--- config.mk ---
export PLATFORM = sky130hd
export DESIGN_NAME = cir_card_regs
export DESIGN_NICKNAME = d
export VERILOG_FILES = /design/src/cir_pkg.sv /design/src/cir_card_regs.sv /design/src/cir_word_store.sv
export SDC_FILE = /design/constraint.sdc
export NUM_CORES = 1
export LEC_CHECK = 0
export BUFFER_PORTS_ARGS = -buffer_cell sky130_fd_sc_hd__buf_2
export CAP_MARGIN = 10
export CELL_PAD_IN_SITES_DETAIL_PLACEMENT = 0
export CELL_PAD_IN_SITES_GLOBAL_PLACEMENT = 1
export CORE_ASPECT_RATIO = 0.75
export CORE_MARGIN = 3
export CORE_UTILIZATION = 34
export DETAILED_ROUTE_END_ITERATION = 8
export PLACE_DENSITY_LB_ADDON = 0.1
export SYNTH_ARGS = -nofsm -noshare
export SYNTH_HDL_FRONTEND = slang
export SYNTH_SLANG_ARGS = --single-unit
--- constraint.sdc ---
create_clock -name pclk -period 7 [get_ports pclk]
set_input_delay 1.4 -clock pclk [delete_from_list [all_inputs] [get_ports pclk]]
set_output_delay 1.4 -clock pclk [all_outputs]
set_load 0.03 [all_outputs]
--- src/cir_pkg.sv ---
// constants for the card identity register bank
package cir_pkg;
    // clock and power-up timing
    localparam int unsigned CLK_MHZ = 100;
    localparam int unsigned POWERUP_US = 10;
    localparam int unsigned POWERUP_CYCLES = POWERUP_US * CLK_MHZ;
    localparam int unsigned WAIT_W = 16;

    // apb byte offsets
    localparam logic [7:0] OFS_OPCOND = 8'h00;
    localparam logic [7:0] OFS_CID0 = 8'h10;
    localparam logic [7:0] OFS_CSD0 = 8'h20;
    localparam logic [7:0] OFS_CTRL = 8'h30;
    localparam logic [7:0] OFS_STAT = 8'h34;
    localparam logic [31:0] CTRL_RESET = 32'h0000_0000;
    localparam int unsigned CTRL_SECTOR_BIT = 0;
    localparam int unsigned STAT_POWERED_BIT = 0;
    localparam int unsigned STAT_PHASE_LO = 1;

    // operating-conditions word fields
    localparam int unsigned OPC_BUSY_BIT = 31;
    localparam int unsigned OPC_MODE_LO = 29;
    localparam logic [1:0] MODE_BYTE = 2'h0;
    localparam logic [1:0] MODE_SECTOR = 2'h2;
    localparam logic [4:0] OPC_RSVD_HI = 5'h00;
    localparam logic [8:0] OPC_HIGH_V = 9'h1ff;
    localparam logic [6:0] OPC_MID_V = 7'h00;
    localparam logic OPC_LOW_V = 1'b1;
    localparam logic [6:0] OPC_RSVD_LO = 7'h00;

    // identification word constants
    localparam logic [5:0] CID_RSVD = 6'h00;
    localparam logic [1:0] CID_PKG_TYPE = 2'h1;
    localparam logic [7:0] CID_OEM = 8'h00;
    localparam int unsigned CRC_SPAN = 120;
    localparam logic [6:0] CRC_POLY = 7'h09;

    // card-specific-data constants
    localparam logic [1:0] CSD_STRUCT = 2'h3;
    localparam logic [3:0] CSD_SPEC = 4'h4;
    localparam logic [7:0] CSD_ASYNC_ACCESS_TIME = 8'h4f;
    localparam logic [7:0] CSD_CLOCKED_ACCESS_TIME = 8'h01;
    localparam logic [7:0] CSD_MAXCLK = 8'h32;
    localparam logic [11:0] CSD_CLASSES = 12'h0f5;
    localparam logic [3:0] CSD_BLKLEN = 4'h9;
    localparam logic [11:0] CSD_SIZE = 12'hfff;
    localparam logic [2:0] CSD_CURRENT = 3'h7;
    localparam logic [2:0] CSD_SIZE_MULT = 3'h7;
    localparam logic [4:0] CSD_ERASE_SIZE = 5'h1f;
    localparam logic [4:0] CSD_ERASE_MULT = 5'h1f;
    localparam logic [4:0] CSD_PROT_SIZE = 5'h0f;
    localparam logic [2:0] CSD_W_SPEED = 3'h2;
    localparam logic [6:0] CSD_CRC = 7'h30;

    // word store layout
    localparam int unsigned STORE_WORDS = 8;
    localparam int unsigned STORE_AW = 3;

    typedef enum logic [1:0] {
        cir_crc = 2'b00,
        cir_fill = 2'b01,
        cir_wait = 2'b10,
        cir_ready = 2'b11
    } cir_phase_t;
endpackage

--- src/cir_card_regs.sv ---
// card identity register bank behind an apb slave
//
// Notes on behaviour
// - busy bit low until power-up finishes
// - access mode bits 30:29, byte or sector
// - 1.7-1.95V bit set, 2.7-3.6V bits set
// - reserved conditions bits read zero
// - maker, package type 1, oem zero
// - name, revision, serial, date fields
// - identification crc7 at 7:1, bit0 one
// - structure 3, spec version 4
// - access times 4Fh, 1h; clock 32h
// - command classes field F5h
// - 512-byte blocks, no partial or misaligned
// - size FFFh, size multiplier 7h
// - four current fields all 7h
// - erase 1Fh/1Fh, protect group 0Fh, enabled
// - write speed factor 2h
// - driver stage register absent
// - protection and copy bits zero
// - ecc and format fields zero
// - card data crc 30h, bit0 one
`timescale 1ns/1ps
`default_nettype none
module cir_card_regs import cir_pkg::*; #(
    parameter int unsigned POWERUP_CYCLES_P = POWERUP_CYCLES,
    // arbitrary neutral identity values
    parameter logic [7:0] MAKER_CODE = 8'h5a,
    parameter logic [47:0] PRODUCT_NAME = 48'h585858585858,
    parameter logic [7:0] PRODUCT_REVISION = 8'h10,
    // per-unit production values
    parameter logic [31:0] SERIAL_NUMBER = 32'h0000_0001,
    parameter logic [7:0] MANUFACTURE_DATE = 8'h00
) (
    // clock and reset
    input wire logic pclk,
    input wire logic presetn,
    // apb request
    input wire logic psel,
    input wire logic penable,
    input wire logic pwrite,
    input wire logic [7:0] paddr,
    input wire logic [31:0] pwdata,
    input wire logic [3:0] pstrb,
    // apb answer
    output logic [31:0] prdata,
    output logic pready,
    output logic pslverr
);
    localparam logic [6:0] CRC_LAST = 7'(CRC_SPAN - 1);
    localparam logic [2:0] FILL_LAST = 3'(STORE_WORDS - 1);
    localparam logic [WAIT_W-1:0] WAIT_LAST = WAIT_W'(POWERUP_CYCLES_P - 1);

    // identification body above the checksum
    // maker package oem
    localparam logic [119:0] CID_BODY = {
        MAKER_CODE, CID_RSVD, CID_PKG_TYPE, CID_OEM,
        PRODUCT_NAME, PRODUCT_REVISION, SERIAL_NUMBER, MANUFACTURE_DATE
    };

    localparam logic [127:0] CSD_WORD = {
        CSD_STRUCT, CSD_SPEC, 2'h0,
        CSD_ASYNC_ACCESS_TIME, CSD_CLOCKED_ACCESS_TIME, CSD_MAXCLK,
        CSD_CLASSES,
        CSD_BLKLEN, 1'b0, 1'b0, 1'b0,
        1'b0, 2'h0,
        CSD_SIZE,
        CSD_CURRENT, CSD_CURRENT, CSD_CURRENT, CSD_CURRENT,
        CSD_SIZE_MULT,
        CSD_ERASE_SIZE, CSD_ERASE_MULT, CSD_PROT_SIZE, 1'b1,
        2'h0,
        CSD_W_SPEED,
        CSD_BLKLEN, 1'b0, 4'h0,
        1'b0, 1'b0, 1'b0, 1'b0, 1'b0,
        2'h0, 2'h0,
        CSD_CRC, 1'b1
    };

    cir_phase_t phase;
    logic [6:0] crc_cnt;
    logic [6:0] crc_acc;
    logic [2:0] fill_idx;
    logic [WAIT_W-1:0] wait_cnt;
    logic powered;
    logic sector_mode;
    logic [127:0] cid_word;
    logic [31:0] opcond_word;
    logic [31:0] fill_data;
    logic [31:0] store_rdata;
    logic setup_phase;
    logic access_edge;
    logic done_edge;
    logic store_wr;
    logic [3:0] slot;

    // map an address onto the word store: {hit, index}
    function automatic logic [3:0] store_slot(input logic [7:0] a);
        logic [3:0] s;
        s = 4'h0;
        if (a[1:0] == 2'h0 && a >= OFS_CID0 && a < OFS_CTRL) begin
            // a[5] picks identification (slots 0-3) or card data (4-7), as filled
            s = {1'b1, a[5], a[3:2]};
        end
        return s;
    endfunction

    function automatic logic is_mapped(input logic [7:0] a);
        logic [3:0] s;
        s = store_slot(a);
        return s[3] || a == OFS_OPCOND || a == OFS_CTRL || a == OFS_STAT;
    endfunction

    // next crc7 state for one message bit
    function automatic logic [6:0] crc_step(input logic [6:0] c, input logic d);
        logic fb;
        fb = d ^ c[6];
        return {c[5:0], 1'b0} ^ (fb ? CRC_POLY : 7'h00);
    endfunction

    assign setup_phase = psel && !penable;
    assign access_edge = psel && penable && !pready;
    assign done_edge = psel && penable && pready;

    // decoded once; a select straight on a call result is not portable
    assign slot = store_slot(paddr);

    assign cid_word = {CID_BODY, crc_acc, 1'b1};

    assign opcond_word = {powered, (sector_mode ? MODE_SECTOR : MODE_BYTE),
                          OPC_RSVD_HI, OPC_HIGH_V, OPC_MID_V, OPC_LOW_V, OPC_RSVD_LO};

    assign fill_data = fill_idx[2] ? CSD_WORD[{fill_idx[1:0], 5'h00} +: 32]
                                   : cid_word[{fill_idx[1:0], 5'h00} +: 32];
    // store loaded once from constants; nothing else ever writes it
    assign store_wr = (phase == cir_fill);

    // power-up sequence: checksum, load store, settle
    always_ff @(posedge pclk or negedge presetn) begin
        if (!presetn) begin
            phase <= cir_crc;
        end else begin
            unique case (phase)
                cir_crc: begin
                    if (crc_cnt == CRC_LAST) begin
                        phase <= cir_fill;
                    end
                end
                cir_fill: begin
                    if (fill_idx == FILL_LAST) begin
                        phase <= cir_wait;
                    end
                end
                cir_wait: begin
                    if (wait_cnt == WAIT_LAST) begin
                        phase <= cir_ready;
                    end
                end
                cir_ready: begin
                    phase <= cir_ready;
                end
            endcase
        end
    end

    // serial rather than parallel: 120 cycles once, far less logic
    // serial crc7 over bits 127:8
    always_ff @(posedge pclk or negedge presetn) begin
        if (!presetn) begin
            crc_cnt <= 7'h00;
            crc_acc <= 7'h00;
        end else if (phase == cir_crc) begin
            crc_acc <= crc_step(crc_acc, CID_BODY[CRC_LAST - crc_cnt]);
            crc_cnt <= crc_cnt + 7'h01;
        end
    end

    always_ff @(posedge pclk or negedge presetn) begin
        if (!presetn) begin
            fill_idx <= 3'h0;
        end else if (phase == cir_fill) begin
            fill_idx <= fill_idx + 3'h1;
        end
    end

    always_ff @(posedge pclk or negedge presetn) begin
        if (!presetn) begin
            wait_cnt <= '0;
        end else if (phase == cir_wait) begin
            wait_cnt <= wait_cnt + WAIT_W'(1);
        end
    end

    always_ff @(posedge pclk or negedge presetn) begin
        if (!presetn) begin
            powered <= 1'b0;
        end else if (phase == cir_wait && wait_cnt == WAIT_LAST) begin
            powered <= 1'b1;
        end
    end

    // pstrb[0] gates the only writable bit in the map
    // software picks byte or sector mode
    always_ff @(posedge pclk or negedge presetn) begin
        if (!presetn) begin
            sector_mode <= CTRL_RESET[CTRL_SECTOR_BIT];
        end else if (done_edge && pwrite && paddr == OFS_CTRL && pstrb[0]) begin
            sector_mode <= pwdata[CTRL_SECTOR_BIT];
        end
    end

    // identity words; the host has no write path here
    cir_word_store #(
        .WIDTH(32),
        .DEPTH(STORE_WORDS),
        .AW(STORE_AW)
    ) cir_word_store_i (
        .clk(pclk),
        .wr_en(store_wr),
        .wr_addr(fill_idx),
        .wr_data(fill_data),
        .rd_en(setup_phase),
        .rd_addr(slot[2:0]),
        .rd_data(store_rdata)
    );

    // one wait state so the store read lands first
    always_ff @(posedge pclk or negedge presetn) begin
        if (!presetn) begin
            pready <= 1'b0;
        end else begin
            pready <= access_edge;
        end
    end

    always_ff @(posedge pclk or negedge presetn) begin
        if (!presetn) begin
            pslverr <= 1'b0;
        end else begin
            pslverr <= access_edge && !is_mapped(paddr);
        end
    end

    // reads only; writes to words are ignored
    always_ff @(posedge pclk or negedge presetn) begin
        if (!presetn) begin
            prdata <= 32'h0000_0000;
        end else if (access_edge) begin
            if (pwrite || !is_mapped(paddr)) begin
                prdata <= 32'h0000_0000;
            end else if (slot[3]) begin
                prdata <= store_rdata;
            end else if (paddr == OFS_OPCOND) begin
                prdata <= opcond_word;
            end else if (paddr == OFS_CTRL) begin
                prdata <= {31'h0, sector_mode};
            end else begin
                prdata <= {29'h0, phase, powered};
            end
        end
    end
endmodule
`default_nettype wire

--- src/cir_word_store.sv ---
// small word store with registered read data
`timescale 1ns/1ps
`default_nettype none
module cir_word_store #(
    parameter int unsigned WIDTH = 32,
    parameter int unsigned DEPTH = 8,
    parameter int unsigned AW = 3
) (
    // clock
    input wire logic clk,
    // write port
    input wire logic wr_en,
    input wire logic [AW-1:0] wr_addr,
    input wire logic [WIDTH-1:0] wr_data,
    // read port
    input wire logic rd_en,
    input wire logic [AW-1:0] rd_addr,
    output logic [WIDTH-1:0] rd_data
);
    logic [WIDTH-1:0] mem [DEPTH];

    always_ff @(posedge clk) begin
        if (wr_en) begin
            mem[wr_addr] <= wr_data;
        end
    end

    always_ff @(posedge clk) begin
        if (rd_en) begin
            rd_data <= mem[rd_addr];
        end
    end
endmodule
`default_nettype wire

==> impl_metrics.json, run 1 <==
{
  "drc": 0,
  "seq_area_frac_synth_pct": 69.3,
  "track_usage_pct": 14.9,
  "cts_buffers": 27,
  "period_share_pct": 53.7,
  "busiest_layer": "met2",
  "ys_ff_latch": 251,
  "hpwl_mm": 14.8,
  "multi_input_area_um2": 2900,
  "rsz0062_at_grt": "no",
  "cts_setup_buffers": 0,
  "leakage_nw": 4.21,
  "synth_area_um2": 10400,
  "die_y_um": 158,
  "postSynth.asyncResetShare_pct": 24.7,
  "grt_pass1_vias": 6209,
  "grt-ovfl-total": 0,
  "worstPathMaxFanout": 63,
  "area_growth_pct": 13.8,
  "max_slew_margin_pct": 25.6,
  "mostFrequentLayoutCells": "edfxtp_1, nand2_1, dfrtp_1, buf_2, nor2_1",
  "htree_levels": 1,
  "fin_crit_ns": 3.76,
  "clock_path_buffers": 3,
  "routed_wl_mm": 24.2,
  "clock_latency_ns": 0.53,
  "cts.repair.resized": 0,
  "grtUsageMet3_pct": 2.87,
  "critPathRequiredTime_ns": 7.22,
  "powerDensity_nw_per_um2": 248,
  "synth_warnings": 0,
  "antenna_left": 0,
  "layout_commonest_cell": "edfxtp_1",
  "setup_viol": 0,
  "met2_usage_pct": 23.6,
  "grt_start_max_net_pins": 64,
  "wl_per_cell_um": 20.5,
  "port_buffers": 48,
  "coreArea_um2": 29700,
  "grtUsageMet1_pct": 21.7,
  "vias": 6104,
  "power_mw": 2.94,
  "nFillCells": 2739,
  "crit_arrival_ns": 3.98,
  "initial_core_util_pct": 35.1,
  "cts_hold_buf": 0,
  "cts-root-buf": "clkbuf_16",
  "first_iter_violations": 351,
  "dr.pass1.iters": 5,
  "hold_violations": 0,
  "final_layout_size_suffix_gt1_share_pct": 19.4,
  "drv_slew": 0,
  "syn_area_per_cell_um2": 14.4,
  "cts.sinks": 251,
  "io_pins": 83,
  "cts_tree": "yes",
  "finClkSkew_ns": 0.0155,
  "dieArea_um2": 32800,
  "crit_type": "in -> reg",
  "yosys_most_used_dff": "edfxtp_1",
  "regArea_um2": 7230,
  "final_nets": 836,
  "synth_edf_count": 189,
  "rows": 54,
  "die_w_um": 208,
  "outcome": "finished, final reports clean",
  "antenna_found_initial": 1,
  "worst_setup_path_start_kind": "primary input",
  "reg2reg_slack_ns": 4.56,
  "worstMarginPinSlew_ns": 1.11,
  "worstHoldPathType": "reg -> reg",
  "fmax_ghz": 0.266,
  "syn-instance-count": 726,
  "place.gp.congestion": 0.752,
  "setup_tns_ns": 0,
  "clk_pin_slew_ns": 0.06,
  "maxCapViolCount": 0,
  "grt_first_pass_wirelength_mm": 37.6,
  "syn_nets": 792,
  "synth.distinct_cells": 50,
  "viasPerCell": 5.17,
  "end_kind": "flop",
  "vdd_drop_max_mv": 0.157,
  "antennaDiodeCount": 0
}
-- worst max-delay path: stages --
cell and delay, ns:
buf_2 0.53, xor2_1 0.29, nand3_2 0.13, buf_4 0.67
a211oi_1 0.17, o31ai_1 0.72
-- cell families (layout without fill, tap and decap cells) --
group           after synthesis  count (layout)  share of synthesized area (%)
flops                       251             251                           69.3
simple gates                191             191                           8.47
mux                          34              34                           5.91
buf+inv                      76             139                           3.24
fa+ha+maj                    17              17                           2.04
xor+xnor                     25              25                           2.10
compound gates              132             132                           8.91
-- stage by stage --
step,utilization [%],cell area (um2),setup slack [ns],hold WS (ns),std cells
2_1_floorplan,-,10400,3.79,0.425,726
6_report,40.0,11900,3.24,0.465,1181
4_1_cts,40.0,11900,3.31,0.470,1181
3_3_place_gp,37.3,11100,2.81,0.448,1133
5_1_grt,40.0,11900,3.15,0.490,1181
3_5_place_dp,37.3,11100,2.75,0.457,1133
-- final cells by class --
cell class              instances  area share (%)
inverters                      29           0.917
clock buffers                  34            6.08
well taps                     392            4.13
clock inverters                14           0.569
flip-flops and latches        251            60.9
repair buffers                 62            2.91
multi-input cells             399            24.5
-- cells in the mapped netlist, types with 2 or more instances --
cell        n  share of area (%)
edfxtp_1  189                 54
nand2_1    78                2.8
dfrtp_1    62                 15
nor2_1     45                1.6
clkbuf_1   27               0.97
inv_1      27               0.97
a211oi_1   21                1.5
mux4_2     21                4.5
o21ai_0    21                1.0
ha_1       17                2.0
a31oi_1    16               0.96
nand3_1    16               0.77
o31ai_1    16                1.2
xnor2_1    16                1.3
o32ai_1    15                1.3
a21oi_1    13               0.62
buf_4      12               0.86
a22o_1     11               0.92
mux2_2     10                1.1
nor3_1     10               0.48
xor2_1      9               0.76
or3_1       8               0.48
nor4_1      7               0.42
or2_2       7               0.42
buf_2       6               0.29
o41ai_1     6               0.50
a22oi_1     5               0.36
nand2b_1    4               0.24
and2_1      3               0.18
mux2i_1     3               0.29
and3_1      2               0.12
buf_1       2              0.072
nand4_1     2               0.12
nand4b_1    2               0.17
nor2b_1     2               0.12
-- sequential cells by signal, indices dropped and copies added, names as in the netlist --
register / flops
cir_word_store_i.mem: 168
cir_word_store_i.rd_data: 21
crc_acc: 7
crc_cnt: 7
fill_idx: 3
phase: 2
powered: 1
prdata: 23
pready: 1
pslverr: 1
sector_mode: 1
wait_cnt: 16
-- layer usage --
layer  part of all wire [%]  vias up  wire length (um)
met3                    5.0       36              1220
li1                       -     2826                 -
met5                      0        -                 0
met2                     43      155             10400
met4                    1.8        0               423
met1                     50     3087             12100
-- report_power, final --
part | internal (mW) | leakage (nW) | switching (mW)
logic | 0.0133 | 1.48 | 0.0463
registers | 1.59 | 2.33 | 0.00263
clock network | 0.724 | 0.395 | 0.566
total | 2.33 | 4.21 | 0.614
-- final timing paths --
kind,start,to,depth (start not counted)
hold reg to reg,wait_cnt[15]$_DFFE_PN0N_,wait_cnt[15]$_DFFE_PN0N_,1
setup reg to reg,fill_idx[2]$_DFFE_PN0P_,cir_word_store_i.mem[3][7]$_DFFE_PP_,4
max in group asynchronous,presetn,crc_acc[2]$_DFFE_PN0P_,2
hold / removal,wait_cnt[15]$_DFFE_PN0N_,wait_cnt[15]$_DFFE_PN0N_,1
min in group asynchronous,presetn,wait_cnt[13]$_DFFE_PN0N_,2
setup / recovery,paddr[5],cir_word_store_i.rd_data[2]$_DFFE_PP_,6
No activity file was read; power rests on OpenSTA's default activity.
==> run 2: changes to the inputs <==
==> constraint.sdc (replaced) <==
create_clock -name pclk -period 3.7 [get_ports pclk]
set_input_delay 0.74 -clock pclk [delete_from_list [all_inputs] [get_ports pclk]]
set_output_delay 0.74 -clock pclk [all_outputs]
set_load 0.03 [all_outputs]
==> run 2 against run 1 <==
Flip-flop and latch count did not move. Count of clock-buffer cells in the layout is the same. Critical endpoint is now cir_word_store_i.mem[3][30]$_DFFE_PP_. Via count down 0.11%. Highest routed layer unchanged. Register-to-register slack worse by 3.4 ns. Clock skew decreased by 0.0068 ns. Power increased by 88%.
==> impl_metrics.json, run 2 (synthesized netlist as in run 1, its figures left out) <==
{
  "clock_path_buffers": 3,
  "grt_first_pass_wirelength_mm": 38.1,
  "period_share_pct": 68.5,
  "initial_core_util_pct": 35.1,
  "crit_arrival_ns": 2.77,
  "fin_crit_ns": 2.53,
  "io_pins": 83,
  "grt-ovfl-total": 0,
  "crit_slowest_cell": "nor2_2",
  "first_iter_violations": 304,
  "setup_viol": 0,
  "cts.repair.resized": 0,
  "clock_latency_ns": 0.54,
  "drv_slew": 0,
  "cts-root-buf": "clkbuf_16",
  "critPathRequiredTime_ns": 3.93,
  "outcome": "finished, final reports clean",
  "vias": 6097,
  "worstPathMaxFanout": 15,
  "hpwl_mm": 15.7,
  "hold_slack_ns": 0.245,
  "routed_wl_mm": 24.6,
  "vdd_drop_max_mv": 0.307,
  "track_usage_pct": 15.2,
  "final_cells": 1193,
  "rsz0062_at_grt": "no",
  "setup_tns_ns": 0,
  "setup_ws_ns": 1.17,
  "r2r_start": "fill_idx[2]$_DFFE_PN0P_",
  "coreArea_um2": 29700,
  "place.gp.congestion": 0.760,
  "max_stage_delay_ns": 0.62,
  "leakage_nw": 4.26,
  "finClkSkew_ns": 0.00870,
  "cts_hold_buf": 0,
  "end_kind": "flop",
  "crit_path_cell_trace": "inv_1 -> nand3_1 -> nor2_2 -> buf_4",
  "worstHoldPathType": "in -> async",
  "hold_violations": 0,
  "clk_pin_slew_ns": 0.06,
  "registers.top_by_ff_count": "cir_word_store_i.mem",
  "antenna_left": 0,
  "power_mw": 5.53,
  "area_growth_pct": 14.9,
  "cts.sinks": 251,
  "dieArea_um2": 32800,
  "antennaDiodeCount": 0,
  "final_nets": 850,
  "antenna_found_initial": 2,
  "grt_start_max_net_pins": 58,
  "setup.worst_path.start": "fill_idx[2]$_DFFE_PN0P_",
  "dr.pass1.iters": 5,
  "die_w_um": 208,
  "fmax_ghz": 0.395,
  "pre_cts_slack_ns": 0.666,
  "die_y_um": 158,
  "drc": 0,
  "cts_buffers": 27,
  "place_area_um2": 11200,
  "placed_cells": 1147,
  "layout_commonest_cell": "edfxtp_1",
  "cts_tree": "yes",
  "final_util_pct": 40.4,
  "final_layout_size_suffix_gt1_share_pct": 20.0,
  "reg_top3": "cir_word_store_i.mem: 168 flops, prdata: 23 flops, cir_word_store_i.rd_data: 21 flops",
  "rows": 54,
  "crit_type": "reg -> reg",
  "mostFrequentLayoutCells": "edfxtp_1, nand2_1, dfrtp_1, buf_2, nor2_1",
  "htree_levels": 1,
  "powerDensity_nw_per_um2": 461,
  "viasPerCell": 5.11,
  "port_buffers": 48,
  "final_area_um2": 12000,
  "max_slew_margin_pct": 30.1,
  "worst_setup_path_start_kind": "flop",
  "largest_reg_flops": 168,
  "wl_per_cell_um": 20.6,
  "worstMarginPinSlew_ns": 1.04,
  "cts_setup_buffers": 0,
  "grt_pass1_vias": 6249,
  "maxCapViolCount": 0
}
-- run 2: area by class of cell --
type | count | area (um2)
clock buffer | 34 | 702
tap | 392 | 490
multi-input combinational | 399 | 2920
clock inverter | 12 | 58.8
inverter | 29 | 109
sequential | 251 | 7230
timing repair buffer | 76 | 475
fill | 2742 | 17700
-- run 2: path summary, 6_finish.rpt --
path	end	slack [ns]	cells past startpoint
max reg2reg	cir_word_store_i.mem[3][30]$_DFFE_PP_	1.17	4
max	cir_word_store_i.mem[3][30]$_DFFE_PP_	1.17	4
min in group pclk	sector_mode$_DFFE_PN0P_	0.44	2
min reg2reg	prdata[0]$_DFFE_PN0P_	0.45	2
min	wait_cnt[10]$_DFFE_PN0N_	0.24	1
max in group asynchronous	prdata[27]$_DFFE_PN0P_	2.59	2
-- run 2: worst max-delay path, delay by kind of cell, from the launching register on --
kind                   cells  cell delay, ns
flip-flops                 1            0.60
buffers and inverters      2            0.76
AND/OR/NAND/NOR            2            0.84
-- run 2: power breakdown --
group	internal [mW]	switching (mW)	leakage, nW
Combinational	0.0291	0.0873	1.56
Clock	1.33	1.07	0.373
Sequential	3.01	0.00448	2.33
-- run 2: metal layers --
layer  up-vias  share of wire, %  global-route usage (%)
li1       2851                 -                       -
met1      3053                48                    22.5
met2       156                42                    23.0
met3        37               7.3                    3.19
met4         0               2.1                    3.79
met5         -                 0                       0
